==> src/pkg/ulpi_phy_event_params.svh <==
// Offsets, field positions, reset values and command codes of the event register bank
`ifndef ULPI_PHY_EVENT_PARAMS_SVH
`define ULPI_PHY_EVENT_PARAMS_SVH
// Register addresses (6-bit ULPI address space)
`define ADDR_RISE_WR      6'h0D
`define ADDR_RISE_SET     6'h0E
`define ADDR_RISE_CLR     6'h0F
`define ADDR_FALL_WR      6'h10
`define ADDR_FALL_SET     6'h11
`define ADDR_FALL_CLR     6'h12
`define ADDR_LIVE         6'h13
`define ADDR_LATCH        6'h14
`define ADDR_DEBUG        6'h15
`define ADDR_SCRATCH_WR   6'h16
`define ADDR_SCRATCH_SET  6'h17
`define ADDR_SCRATCH_CLR  6'h18
// Reset values
`define RISE_EN_RESET     5'h1F
`define FALL_EN_RESET     5'h1F
`define LIVE_RESET        5'h00
`define LATCH_RESET       5'h00
`define SCRATCH_RESET     8'h00
// Event source bit positions
`define EVT_HOST_DISC     0
`define EVT_VBUS_VALID    1
`define EVT_SESS_VALID    2
`define EVT_SESS_END      3
`define EVT_ID_GND        4
`define EVT_COUNT         5
// Command class in bits 7:6
`define CMD_IDLE          2'h0
`define CMD_TRANSMIT      2'h1
`define CMD_REG_WRITE     2'h2
`define CMD_REG_READ      2'h3
`define CMD_IDLE_BYTE     8'h00
`define NOPID_LOW         6'h00
`endif

==> src/pkg/ulpi_phy_event_pkg.sv <==
// Types shared by the event register bank
package ulpi_phy_event_pkg;
	// Bus sequencer states
	typedef enum logic [3:0] {
		ST_IDLE, ST_WR_ACK, ST_WR_DATA, ST_WR_STOP, ST_WR_COMMIT,
		ST_RD_ACK, ST_RD_TURN, ST_RD_DRIVE, ST_RX_TURN, ST_RX_DRIVE, ST_TX
	} seq_state_e;
	// Comparator and detach levels
	typedef struct packed {
		logic id_grounded_flag;
		logic session_end_flag;
		logic session_valid_flag;
		logic vbus_valid;
		logic host_disconnect;
	} event_levels_s;
	// Decoded transmit request toward the USB transmitter
	typedef struct packed {
		logic       start;
		logic       nopid;
		logic [3:0] pid;
	} tx_request_s;
endpackage : ulpi_phy_event_pkg

==> src/rtl/ulpi_phy_event_registers.sv <==
// ULPI command decode and event register bank of the transceiver
// Functional notes
// RULE_01: Falling enable bits 0-4 arm falls, reset one
// RULE_02: Falling enable at 10h/11h/12h, bits 7:5 zero
// RULE_03: 13h returns live five levels, reset zero
// RULE_04: Enabled transition sets matching latch bit at 14h
// RULE_05: Reading 14h clears latch; reserved bits zero
// RULE_06: 15h returns line level bits, rest zero
// RULE_07: Scratch at 16h-18h, reset 00h, no effect
// RULE_08: Link avoids vendor range 30h to 3Fh
// RULE_09: Link avoids carkit and extended ranges
// RULE_10: Link sends command only while direction low
// RULE_11: Command class taken from bits 7:6
// RULE_12: 01b with 000000b is transmit without identifier
// RULE_13: 01b with 00XXXXb carries identifier in 3:0
// RULE_14: 10b starts register write to bits 5:0
// RULE_15: 11b starts register read of bits 5:0
// RULE_16: Rising enable at 0Dh arms rises, reset one
// RULE_17: Latched event sends receive command when bus owned
// RULE_18: Write data commits after stop deasserts
// RULE_19: Set alias ORs, clear alias clears, reads same
// RULE_20: Zero byte while not driving is idle
`timescale 1ns/100ps
`include "ulpi_phy_event_params.svh"
module ulpi_phy_event_registers (
	input  wire logic                              clk_i,
	input  wire logic                              rst_b_i,
	input  wire logic [7:0]                        data_i,
	output logic [7:0]                             data_o,
	output logic                                   data_oe_o,
	output logic                                   dir_o,
	output logic                                   nxt_o,
	input  wire logic                              stp_i,
	input  wire ulpi_phy_event_pkg::event_levels_s levels_i,
	input  wire logic                              line_level_bit0_i,
	input  wire logic                              line_level_bit1_i,
	output ulpi_phy_event_pkg::tx_request_s        tx_request_o
);
	import ulpi_phy_event_pkg::*;

	seq_state_e       state_reg;       // Bus sequencer state
	logic [5:0]       addr_reg;        // Register address of current access
	logic [7:0]       wdata_reg;       // Captured write data
	logic [4:0]       rise_en_reg;     // Rising-edge enables
	logic [4:0]       fall_en_reg;     // Falling-edge enables
	logic [4:0]       live_reg;        // Registered live levels
	logic [4:0]       latch_reg;       // Latched events
	logic [7:0]       scratch_reg;     // Scratch byte
	logic [1:0]       line_reg;        // Registered line levels
	logic             pending_reg;     // Receive command owed to link
	logic [4:0]       live_next;       // Present levels as a vector
	logic [4:0]       event_set;       // Enabled transitions this cycle
	logic             commit;          // Write data is committed now
	logic             read_latch;      // Latch register is read now
	logic [7:0]       read_byte;       // Read multiplexer output
	logic [7:0]       rx_byte;         // Receive command byte
	logic [1:0]       vbus_code;       // Encoded supply state

	// Present levels packed into bit order of the status registers
	assign live_next = levels_i;

	// Enabled rises and falls against the previous sample
	assign event_set = (live_next & ~live_reg & rise_en_reg)   // RULE_16
		| (~live_next & live_reg & fall_en_reg);              // RULE_01

	// Commit only once the link has lowered stop
	assign commit = (state_reg == ST_WR_COMMIT) && !stp_i;   // RULE_18

	// The value is taken for the bus in the turnaround cycle
	assign read_latch = (state_reg == ST_RD_TURN) && (addr_reg == `ADDR_LATCH);

	// Set and clear aliases share one merge rule
	function automatic logic [7:0] merge(
		input logic [7:0] old_val,
		input logic [1:0] kind,
		input logic [7:0] wr_val
	);
		logic [7:0] res;
		res = old_val;
		unique case (kind)
			2'h0: res = wr_val;              // Direct write
			2'h1: res = old_val | wr_val;    // Set alias
			2'h2: res = old_val & ~wr_val;   // Clear alias
			2'h3: res = old_val;             // Not used
		endcase
		return res;                          // RULE_19
	endfunction : merge

	// Read multiplexer; aliases return the same register
	always_comb
	begin
		read_byte = 8'h00;                   // Unmapped and reserved ranges read zero
		unique case (addr_reg)
			`ADDR_RISE_WR, `ADDR_RISE_SET, `ADDR_RISE_CLR:
				read_byte = {3'h0, rise_en_reg};                 // RULE_16
			`ADDR_FALL_WR, `ADDR_FALL_SET, `ADDR_FALL_CLR:
				read_byte = {3'h0, fall_en_reg};                 // RULE_02
			`ADDR_LIVE:
				read_byte = {3'h0, live_reg};                    // RULE_03
			`ADDR_LATCH:
				read_byte = {3'h0, latch_reg};                   // RULE_05
			`ADDR_DEBUG:
				read_byte = {6'h00, line_reg};                   // RULE_06
			`ADDR_SCRATCH_WR, `ADDR_SCRATCH_SET, `ADDR_SCRATCH_CLR:
				read_byte = scratch_reg;                         // RULE_07
			default:
				read_byte = 8'h00;           // Vendor, carkit and extended ranges are not modelled
		endcase
	end

	// Supply state encoding for the receive command
	always_comb
	begin
		if (live_reg[`EVT_VBUS_VALID])
			vbus_code = 2'h3;
		else if (live_reg[`EVT_SESS_VALID])
			vbus_code = 2'h2;
		else if (!live_reg[`EVT_SESS_END])
			vbus_code = 2'h1;
		else
			vbus_code = 2'h0;
	end

	// Receive command: line state, supply, detach, ID pin level
	assign rx_byte = {1'b0, ~live_reg[`EVT_ID_GND], live_reg[`EVT_HOST_DISC], 1'b0, vbus_code, line_reg};

	// Live level sampling; inputs are synchronous already
	always_ff @(posedge clk_i or negedge rst_b_i)
	begin
		if (!rst_b_i)
		begin
			live_reg <= `LIVE_RESET;
			line_reg <= 2'h0;
		end
		else
		begin
			live_reg <= live_next;                                  // RULE_03
			line_reg <= {line_level_bit1_i, line_level_bit0_i};     // RULE_06
		end
	end

	// Rising and falling enables, direct or through aliases
	always_ff @(posedge clk_i or negedge rst_b_i)
	begin
		if (!rst_b_i)
		begin
			rise_en_reg <= `RISE_EN_RESET;   // RULE_16
			fall_en_reg <= `FALL_EN_RESET;   // RULE_01
		end
		else if (commit)
		begin
			if (addr_reg >= `ADDR_RISE_WR && addr_reg <= `ADDR_RISE_CLR)
				rise_en_reg <= 5'(merge({3'h0, rise_en_reg}, 2'(addr_reg - `ADDR_RISE_WR), wdata_reg));
			if (addr_reg >= `ADDR_FALL_WR && addr_reg <= `ADDR_FALL_CLR)
				fall_en_reg <= 5'(merge({3'h0, fall_en_reg}, 2'(addr_reg - `ADDR_FALL_WR), wdata_reg)); // RULE_02
		end
	end

	// Scratch byte; only the read multiplexer reads it
	always_ff @(posedge clk_i or negedge rst_b_i)
	begin
		if (!rst_b_i)
			scratch_reg <= `SCRATCH_RESET;
		else if (commit && addr_reg >= `ADDR_SCRATCH_WR && addr_reg <= `ADDR_SCRATCH_CLR)
			scratch_reg <= merge(scratch_reg, 2'(addr_reg - `ADDR_SCRATCH_WR), wdata_reg); // RULE_07
	end

	// Event latch; a new event in the read cycle survives the clear
	always_ff @(posedge clk_i or negedge rst_b_i)
	begin
		if (!rst_b_i)
			latch_reg <= `LATCH_RESET;
		else if (read_latch)
			latch_reg <= event_set;                      // RULE_05
		else
			latch_reg <= latch_reg | event_set;          // RULE_04
	end

	// Owed receive command; set wins over the clear on send
	always_ff @(posedge clk_i or negedge rst_b_i)
	begin
		if (!rst_b_i)
			pending_reg <= 1'b0;
		else if (|event_set)
			pending_reg <= 1'b1;                         // RULE_17
		else if (state_reg == ST_RX_TURN)
			pending_reg <= 1'b0;
	end

	// Bus sequencer: command decode, turnarounds and handshakes
	always_ff @(posedge clk_i or negedge rst_b_i)
	begin
		if (!rst_b_i)
		begin
			state_reg    <= ST_IDLE;
			addr_reg     <= 6'h00;
			wdata_reg    <= 8'h00;
			data_o       <= 8'h00;
			data_oe_o    <= 1'b0;
			dir_o        <= 1'b0;
			nxt_o        <= 1'b0;
			tx_request_o <= '0;
		end
		else
		begin
			tx_request_o.start <= 1'b0;              // Start is a one-cycle pulse
			unique case (state_reg)
				ST_IDLE:
				begin
					// Link commands only arrive while direction is low
					if (data_i == `CMD_IDLE_BYTE)    // RULE_20
					begin
						// Take the bus only when the link is idle
						if (pending_reg && !stp_i)
						begin
							dir_o     <= 1'b1;       // RULE_17
							state_reg <= ST_RX_TURN;
						end
					end
					else
					begin
						addr_reg <= data_i[5:0];
						nxt_o    <= 1'b1;
						unique case (data_i[7:6])    // RULE_11
							`CMD_TRANSMIT:
							begin
								tx_request_o.start <= 1'b1;
								tx_request_o.nopid <= (data_i[5:0] == `NOPID_LOW);  // RULE_12
								tx_request_o.pid   <= data_i[3:0];                   // RULE_13
								state_reg          <= ST_TX;
							end
							`CMD_REG_WRITE:
								state_reg <= ST_WR_ACK;                              // RULE_14
							`CMD_REG_READ:
								state_reg <= ST_RD_ACK;                              // RULE_15
							`CMD_IDLE:
							begin
								// Nonzero byte with idle class is ignored
								nxt_o     <= 1'b0;
								state_reg <= ST_IDLE;
							end
						endcase
					end
				end
				ST_TX:
				begin
					// Transmitter accepts bytes until stop
					if (stp_i)
					begin
						nxt_o     <= 1'b0;
						state_reg <= ST_IDLE;
					end
				end
				ST_WR_ACK:
					state_reg <= ST_WR_DATA;     // Link places data after seeing nxt
				ST_WR_DATA:
				begin
					wdata_reg <= data_i;         // RULE_14
					state_reg <= ST_WR_STOP;
				end
				ST_WR_STOP:
				begin
					if (stp_i)
					begin
						nxt_o     <= 1'b0;
						state_reg <= ST_WR_COMMIT;
					end
				end
				ST_WR_COMMIT:
				begin
					// Holding off until stop falls avoids a half-ended transfer
					if (!stp_i)
						state_reg <= ST_IDLE;    // RULE_18
				end
				ST_RD_ACK:
				begin
					nxt_o     <= 1'b0;
					dir_o     <= 1'b1;           // RULE_15
					state_reg <= ST_RD_TURN;
				end
				ST_RD_TURN:
				begin
					data_o    <= read_byte;
					data_oe_o <= 1'b1;
					state_reg <= ST_RD_DRIVE;
				end
				ST_RD_DRIVE:
				begin
					data_oe_o <= 1'b0;
					dir_o     <= 1'b0;
					state_reg <= ST_IDLE;
				end
				ST_RX_TURN:
				begin
					data_o    <= rx_byte;        // RULE_17
					data_oe_o <= 1'b1;
					state_reg <= ST_RX_DRIVE;
				end
				ST_RX_DRIVE:
				begin
					data_oe_o <= 1'b0;
					dir_o     <= 1'b0;
					state_reg <= ST_IDLE;
				end
				default:
					state_reg <= ST_IDLE;        // Illegal codes recover to idle
			endcase
		end
	end
endmodule : ulpi_phy_event_registers

==> config.mk <==
export PLATFORM = sky130hd
export DESIGN_NAME = ulpi_phy_event_registers
export DESIGN_NICKNAME = d
export VERILOG_FILES = /design/src/pkg/ulpi_phy_event_pkg.sv /design/src/rtl/ulpi_phy_event_registers.sv
export VERILOG_INCLUDE_DIRS = /design/src /design/src/pkg
export SDC_FILE = /design/constraint.sdc
export NUM_CORES = 1
export LEC_CHECK = 0
export ABC_AREA = 1
export BUFFER_PORTS_ARGS = -buffer_cell sky130_fd_sc_hd__buf_4
export CORE_ASPECT_RATIO = 0.9
export CORE_MARGIN = 2
export CORE_UTILIZATION = 40
export DETAILED_ROUTE_END_ITERATION = 12
export PLACE_DENSITY = 0.57
export RECOVER_POWER = 25
export SKIP_CTS_REPAIR_TIMING = 1
export SLEW_MARGIN = 20
export SYNTH_ARGS = -nofsm -noshare
export SYNTH_HDL_FRONTEND = slang
export SYNTH_SLANG_ARGS = --single-unit
==> constraint.sdc <==
create_clock -name clk_i -period 1.5 [get_ports clk_i]
set_input_delay 0.3 -clock clk_i [delete_from_list [all_inputs] [get_ports clk_i]]
set_output_delay 0.3 -clock clk_i [all_outputs]
set_load 0.05 [all_outputs]
* Word level (Yosys, flattened, before mapping) *
Cells that the tools add are included.

storage, ports and cells
  flip-flop bits (word level) = 66
  bits of input ports = 18
  output and inout bits = 17
  word-level logic and storage cells = 152

operators by class
  add/sub/neg operators = 3
  order comparisons = 6
  equality and inequality tests = 42
  muxes and demuxes = 29
  bitwise logic cells = 20
  reduce and logical (&&, ||, !) cells = 35

operators by type and width
  operator                                              number
  == test 6 x 5 -> 1 bit (second input constant)        9
  case mux 8 bit (6 select lines)                       1
  case mux 5 bit (4 select lines)                       2
  case mux 4 bit (9 select lines)                       1
  AND 5 bit                                             6
  case mux 8 bit (3 select lines)                       1
  2-to-1 mux 4 bit                                      5
  bitwise OR 5 bit                                      4
  == test 6 x 4 -> 1 bit (second input constant)        3
  2-to-1 mux 6 bit                                      3
  == test 2 bit (second input constant)                 8
  == test 4 x 3 -> 1 bit (second input constant)        4
  case mux 4 bit (4 select lines)                       1
  case mux 8 bit (2 select lines)                       1
  AND reduction 3 bit                                   5
  == test 4 bit (second input constant)                 3
  >= comparator 6 x 5 -> 1 bit (second input constant)  2
  <= comparator 6 x 5 -> 1 bit (second input constant)  2
  inequality test 2 bit (second input constant)         6
  NOT 5 bit                                             2
  OR reduction 3 bit                                    3
  AND 8 bit                                             1
  == test 2 x 1 -> 1 bit (second input constant)        4
  == test 4 x 2 -> 1 bit (second input constant)        2
  27 further kinds                                      56

* Logic depth before layout (Yosys ltp) *
Gate-level depths: netlist of run 1.

  depth in word-level cells = 6
  depth in mapped cells = 10
  gate-level depth less buffers = 10

* Worst setup path after synthesis of run 1 *
OpenSTA, ideal clock, no wires.

  path type = register to register
  from = register addr_reg[1]
  to = register scratch_reg[5]
  library setup time = 126 ps
  arrival = 1533 ps
  required time = 1374 ps
  path slack = -159 ps
  stages on the path, launching flop included = 9
  path buffers = 1
  period minus slack after synthesis = 1659 ps
  cells stage by stage = dfrtp_1 > inv_1 > ha_1 > clkbuf_1 > nor2_1 > o21ai_0 > inv_1 > nand2_1 > o21ai_0

between the ends
  word-level cells in the longest chain between the ends = 4
  elaborated cells on any way between the ends = 12
  classes of those cells = add/sub (1); order compare (2); eq/ne (3); mux (1); bitwise (1); reduce/logical (4)

RTL lines
  what                                                                        line                             source
  start, declared                                                             ulpi_phy_event_registers.sv:42   logic [5:0] addr_reg;
  start signal, assigned                                                      ulpi_phy_event_registers.sv:222  addr_reg <= data_i[5:0];
  >= comparator 6 x 5 -> 1 bit (no line) or subtractor 2 bit (tied branches)  -
  logical AND 1 bit (no line) or == test 2 bit (tied branches)                -
  logical AND 1 bit (no line) or NOT 1 bit (tied branches)                    -
  AND reduction 2 bit (no line)                                               -
  end signal, assigned                                                        ulpi_phy_event_registers.sv:163  scratch_reg <= `SCRATCH_RESET;
  end signal, assigned                                                        ulpi_phy_event_registers.sv:165  scratch_reg <= merge(scratch_reg, 2'(addr_reg - `ADDR_SCRATCH_WR), wdata_reg);
  end, declared                                                               ulpi_phy_event_registers.sv:48   logic [7:0] scratch_reg;

Several ways; a longest one is shown, not always the timed one.
A chain may end at the register's enable or synchronous reset.

* Final worst setup path of run 1 *
  from = register addr_reg[0]
  to = register rise_en_reg[0]

between the ends
  word-level cells in the longest chain between the ends = 4
  elaborated cells on any way between the ends = 11
  classes of those cells = add/sub (1); order compare (2); eq/ne (3); mux (1); bitwise (1); reduce/logical (3)

RTL lines
  what                                                                                  line                             source
  parallel branches: the longest is 4 deep, another holds >= comparator 6 x 4 -> 1 bit  -
  end signal, assigned                                                                  ulpi_phy_event_registers.sv:147  rise_en_reg <= `RISE_EN_RESET;
  end signal, assigned                                                                  ulpi_phy_event_registers.sv:153  rise_en_reg <= 5'(merge({3'h0, rise_en_reg}, 2'(addr_reg - `ADDR_RISE_WR), wdata_reg));
  end, declared                                                                         ulpi_phy_event_registers.sv:44   logic [4:0] rise_en_reg;

Several ways; the timed one is not identified.

==> results.md, run 1 <==
- Status: finished, violations left
- Violated checks: setup timing
- Highest fanout seen on the critical path: 5
- RSZ-0062 raised after global routing: yes
- TritonCTS clock tree: built
- Number of flip-flops and latches in the synthesized netlist: 66
- Leakage: 2.561 nW
- Met2 WL: 4793 um
- Leading post-synthesis cells by cell area: sky130_fd_sc_hd__dfrtp_1, sky130_fd_sc_hd__nand2_1, sky130_fd_sc_hd__o21ai_0
- Net count after synthesis: 517
- Relative max-transition margin: 55.02%
- Top layer in use: met4
- Share of the yosys chip area belonging to registers: 44.05%
- Cells after synthesis: 492
- Total via count in the routed design: 3480
- Most frequent cell after synthesis: sky130_fd_sc_hd__nand2_1
- Number of clock buffers inserted by TritonCTS: 9
- Least setup slack across all paths after layout: -0.07806 ns
- Fmax: 633.7 MHz
- Number of hold-slack violations in the final timing report: 0
- Share of synthesized flip-flops with an asynchronous set or reset: 100.0%
- Register-to-register setup slack: -0.08 ns
- Maximum number of pins on one net before global-route repair: 26
- Fill cell count: 905
- I/O pins: 35
- Power density cells: 2148 mW/mm2
- Antenna violations before repair: 0
- Skew final: 0.01525 ns
- DRC: 0
- Data arrival time of the critical path: 1.86 ns
- Number of library cell types mapped by synthesis: 41
- Maximum resistive drop on vdd: 1.405 mV
- Required time of the critical path: 1.78 ns
- Ratio of cells with drive above 1 in the final layout: 34.63%
- Total power draw: 10.89 mW
- Clock edge transition at the registers on the reported setup and hold paths: 0.07 ns
- Yosys warning count: 0
- Sum of routed wire length over all layers: 10550 um
- Least-Margin Pin Slew: 0.6747 ns
- Met1 Routed Length: 4917 um
- Number of design-rule violations left by the first detailed-router iteration: 258
- Wire length of the first global-routing pass: 16380 um
- Period minus WS final: 1.578 ns
- CP startpoint kind: flop
- Sequential cell area: 0.001673 mm2
- Number of global-route vias before repair: 3242
- Max-cap check violation count: 0
- Type of the tightest min-delay check: input port to flop
- Number of standard-cell rows in the floorplan: 33
- Number of cells traversed by the worst register-to-register path: 7
- Cell at the root of the clock tree: sky130_fd_sc_hd__clkbuf_8
- Global router's overall resource usage: 21.02%
- Number of inserted diodes: 0
- Final estimated routing congestion in global placement: 0.9824
- Average wire length per cell after detail routing: 14.84 um
- Slew Limit Fails: 0
- Floorplan core area: 0.009166 mm2
- Width of the die: 106.4 um
- Worst hold margin: 0.09100 ns
- Vias per std cell: 4.895
- Setup violators final: 16
- Share of Yosys cell area claimed by the top area cell type: 37.10%
- Post-Synthesis Cell Area: 0.003777 mm2
- Number of flops mapped to enable cells by yosys: 0
- DRT antenna net count: 0
- Syn Area/Cell: 7.678 um2
- Placed wire-length estimate after detailed placement: 7746 um
- Cell taking the most area after synthesis: sky130_fd_sc_hd__dfrtp_1
- Area of the die: 0.01024 mm2
- Nets: 609
- Final critical-path share of the clock period: 105.2%
- Dominant synthesized flop cell: sky130_fd_sc_hd__dfrtp_1
- Clock Latency Late Sink: 0.35 ns
- Critical Setup Path Class: flop to flop
- Total clock sinks: 66
- Number of iterations in the first detailed-routing pass: 4
- Layout-stage area growth over the synthesis result: 34.15%
- Most frequent cells after synthesis: sky130_fd_sc_hd__nand2_1, sky130_fd_sc_hd__inv_1, sky130_fd_sc_hd__o21ai_0
- Count of buffers from port buffering: 34
- Routed met3 length: 606 um
- Number of buffers between clock root and the deepest sink: 2
- Area taken by multi-input logic gates: 0.002052 mm2
- Die boundary height: 96.19 um
- Effective utilization at floorplan: 41.21%
- Type of element capturing the critical path: flop
- Remaining Overflow, GRT: 0
- Number of instances on the worst hold path: 1
- Level count of the clock H-tree: 3
==> per-stage QoR <==
stage	std cells	cell area, um2	utilization, %	TNS (ns)	setup slack, ns
finish	711	5067	55.28	-0.6925	-0.07806
global route	711	5067	55.28	-2.232	-0.1528
global placement	679	4462	48.68	-0.8090	-0.08498
detailed placement	679	4462	48.68	-1.975	-0.1353
CTS	695	4632	50.53	-2.470	-0.1558
floorplan	492	3795	-	-0.01593	-0.006651
==> final cells by class <==
| type | instances | area share, % |
|---|---|---|
| Multi-Input combinational cell | 341 | 40.49 |
| Clock inverter | 7 | 0.9136 |
| Tap cell | 122 | 3.012 |
| Clock buffer | 9 | 2.444 |
| Timing Repair Buffer | 87 | 14.12 |
| Sequential cell | 66 | 33.01 |
| Inverter | 79 | 6.000 |
==> logic make-up (layout without fill, tap and decap cells) <==
family,after synthesis,count (layout),share of synthesized area [%]
DFF,66,66,44.05
and+or+nand+nor,229,230,28.29
AOI/OAI and AO/OA,104,104,16.23
buffers and inverters,86,182,9.109
adders and majority gates,7,7,2.319
==> cells in the final DEF, fill, tap and decap left out, types with 12 or more instances in the layout <==
master / n
sky130_fd_sc_hd__nand2_1: 112
sky130_fd_sc_hd__nand2_2: 16
sky130_fd_sc_hd__inv_2: 12
sky130_fd_sc_hd__nand3_1: 28
sky130_fd_sc_hd__buf_4: 66
sky130_fd_sc_hd__o21ai_0: 37
sky130_fd_sc_hd__inv_1: 64
sky130_fd_sc_hd__o21ai_1: 19
sky130_fd_sc_hd__nor2_1: 27
sky130_fd_sc_hd__dfrtp_1: 49
==> final timing paths <==
check                                         from                          to
setup / recovery           addr_reg[0]$_DFFE_PN0P_  rise_en_reg[0]$_DFFE_PN1P_
hold / removal                   line_level_bit0_i       line_reg[0]$_DFF_PN0_
setup reg to reg           addr_reg[0]$_DFFE_PN0P_  rise_en_reg[0]$_DFFE_PN1P_
hold reg to reg                  dir_o$_DFFE_PN0P_           dir_o$_DFFE_PN0P_
max in group asynchronous                  rst_b_i       data_o[7]$_DFFE_PN0P_
min in group asynchronous                  rst_b_i      latch_reg[2]$_DFF_PN0_
==> worst max-delay path: stages, from the launching register on <==
cell,delay [ns]
sky130_fd_sc_hd__dfrtp_2,0.44
sky130_fd_sc_hd__inv_4,0.06
sky130_fd_sc_hd__buf_4,0.14
sky130_fd_sc_hd__ha_1,0.22
sky130_fd_sc_hd__or2_4,0.29
sky130_fd_sc_hd__o211ai_1,0.24
sky130_fd_sc_hd__nand2_2,0.08
sky130_fd_sc_hd__o21ai_2,0.06
==> metal layers <==
| layer | vias up | global-route usage [%] |
|---|---|---|
| li1 | 1775 | - |
| met1 | 1588 | 28.13 |
| met2 | 104 | 33.87 |
| met3 | 13 | 4.536 |
| met4 | 0 | 7.684 |
| met5 | - | 0 |
==> power by group <==
part           internal [mW]  switching (mW)  leakage (nW)
Combinational           2.51            3.87          1.72
Clock                  0.592           0.722        0.0810
Sequential              2.50           0.686         0.758
No activity file was read; power rests on OpenSTA's default activity.
==> run 2: changes to the inputs <==
CORE_UTILIZATION = 54   (was 40)
PLACE_DENSITY = 0.73   (was 0.57)
==> run 2 against run 1 <==
Against the previous run: the run still ends with setup timing left; critical path depth rose by 2; cell count fell by 4.8%; power rose by 5.2%; critical path type unchanged; highest routed layer unchanged.
==> results.md, run 2 (synthesis results as in run 1) <==
- Fill cell count: 488
- RSZ-0062 raised after global routing: yes
- Worst hold margin: 0.07541 ns
- Least-Margin Pin Slew: 0.5147 ns
- Data arrival time of the critical path: 1.90 ns
- Final critical-path share of the clock period: 107.3%
- Clock Latency Late Sink: 0.36 ns
- Area of the die: 0.007681 mm2
- Layout-stage area growth over the synthesis result: 32.83%
- Remaining Overflow, GRT: 0
- I/O pins: 35
- CP startpoint kind: flop
- Vias per std cell: 5.405
- Required time of the critical path: 1.79 ns
- Width of the die: 92.16 um
- DRC: 0
- Die boundary height: 83.35 um
- Final Core Density: 74.98%
- Max-cap check violation count: 0
- Least setup slack across all paths after layout: -0.1093 ns
- Count of buffers from port buffering: 34
- Power density cells: 2283 mW/mm2
- Maximum resistive drop on vdd: 1.481 mV
- Maximum number of pins on one net before global-route repair: 42
- Total clock sinks: 66
- Final estimated routing congestion in global placement: 0.9300
- Wire length of the first global-routing pass: 16910 um
- Slew Limit Fails: 0
- Nets: 607
- Type of the tightest min-delay check: input port to flop
- Critical Setup Path Class: flop to flop
- Highest fanout seen on the critical path: 10
- Sum of routed wire length over all layers: 10560 um
- TritonCTS clock tree: built
- Worst slack, placed: -0.1968 ns
- Setup violators final: 18
- Period minus WS final: 1.609 ns
- Number of inserted diodes: 0
- Status: finished, violations left
- Number of design-rule violations left by the first detailed-router iteration: 287
- Number of hold-slack violations in the final timing report: 0
- Commonest cells after routing, fill and taps aside: sky130_fd_sc_hd__nand2_1, sky130_fd_sc_hd__buf_4, sky130_fd_sc_hd__inv_1, sky130_fd_sc_hd__dfrtp_1, sky130_fd_sc_hd__o21ai_0
- CP startpoint: addr_reg[1]$_DFFE_PN0P_
- Global router's overall resource usage: 28.21%
- Sequential cell area: 0.001670 mm2
- Effective utilization at floorplan: 56.45%
- Floorplan core area: 0.006691 mm2
- Number of standard-cell rows in the floorplan: 28
- Fmax: 621.4 MHz
- Number of clock buffers inserted by TritonCTS: 9
- Total via count in the routed design: 3659
- Antenna violations before repair: 0
- Number of buffers between clock root and the deepest sink: 2
- Total non-filler cell area in the finished layout: 0.005017 mm2
- Area taken by multi-input logic gates: 0.002032 mm2
- DRT antenna net count: 0
- Startpoint of the most critical hold path: line_level_bit0_i
- Cell at the root of the clock tree: sky130_fd_sc_hd__clkbuf_8
- Skew final: 0.01012 ns
- Clock edge transition at the registers on the reported setup and hold paths: 0.08 ns
- Number of iterations in the first detailed-routing pass: 7
- Crit Reg-Reg Startpoint: addr_reg[1]$_DFFE_PN0P_
- Average wire length per cell after detail routing: 15.60 um
- Relative max-transition margin: 65.69%
- Most common cell after layout, fill and taps aside: sky130_fd_sc_hd__nand2_1
- Violated checks: setup timing
- Number of global-route vias before repair: 3425
- Setup_tns: -1.105 ns
- Ratio of cells with drive above 1 in the final layout: 32.54%
- Level count of the clock H-tree: 3
- Leakage: 2.564 nW
- Placed wire-length estimate after detailed placement: 7773 um
- Post-detailed-placement cell area: 0.004429 mm2
- Type of element capturing the critical path: flop
run 2: cell types whose count changed in the layout (fill, tap and decap cells not counted), moves of 5 or more:
cell	before	now
sky130_fd_sc_hd__nor2_2	9	4
sky130_fd_sc_hd__o21ai_0	37	32
sky130_fd_sc_hd__o21ai_1	19	24
sky130_fd_sc_hd__buf_4	66	71
run 2: worst paths after layout:
kind | endpoint | slack, ns | cells after the start
max | rise_en_reg[2]$_DFFE_PN1P_ | -0.11 | 9
min | line_reg[0]$_DFF_PN0_ | 0.08 | 1
max reg2reg | rise_en_reg[2]$_DFFE_PN1P_ | -0.11 | 9
min reg2reg | dir_o$_DFFE_PN0P_ | 0.48 | 2
max in group asynchronous | addr_reg[1]$_DFFE_PN0P_ | 0.19 | 3
min in group asynchronous | pending_reg$_DFFE_PN0P_ | 0.39 | 2
run 2: layout make-up:
cell class / count / share of cell area, %
clock buffers: 9 / 2.469
clock inverters: 7 / 2.494
inverters: 79 / 6.060
multi-input cells: 341 / 40.50
well taps: 90 / 2.244
flip-flops and latches: 66 / 33.29
repair buffers: 85 / 12.94
run 2: worst max-delay path, stage by stage (launching register included):
cell and delay (ns):
sky130_fd_sc_hd__dfrtp_2 0.46, sky130_fd_sc_hd__inv_4 0.07, sky130_fd_sc_hd__buf_4 0.15, sky130_fd_sc_hd__ha_1 0.18
sky130_fd_sc_hd__inv_1 0.06, sky130_fd_sc_hd__o211ai_1 0.13, sky130_fd_sc_hd__nor3_4 0.19, sky130_fd_sc_hd__buf_12 0.15
sky130_fd_sc_hd__nand2_1 0.05, sky130_fd_sc_hd__o21ai_1 0.08
run 2: metrics by stage:
| step | std cells | power [mW] |
|---|---|---|
| floorplan | 492 | 6.583 |
| global placement | 648 | 8.304 |
| detailed placement | 648 | 8.419 |
| CTS | 664 | 10.34 |
| global route | 677 | 12.25 |
| finish | 677 | 11.45 |
run 2: metal layers:
| metal | GRT usage [%] | share of wire (%) |
|---|---|---|
| met1 | 40.87 | 45 |
| met5 | 0 | 0 |
| met2 | 41.58 | 47 |
| met4 | 8.820 | 1.3 |
| met3 | 7.260 | 6.9 |
run 2: report_power, final:
group,total (mW),switching [mW],internal (mW)
Clock,1.88,0.759,1.12
Sequential,3.24,0.745,2.49
Combinational,6.34,3.86,2.48
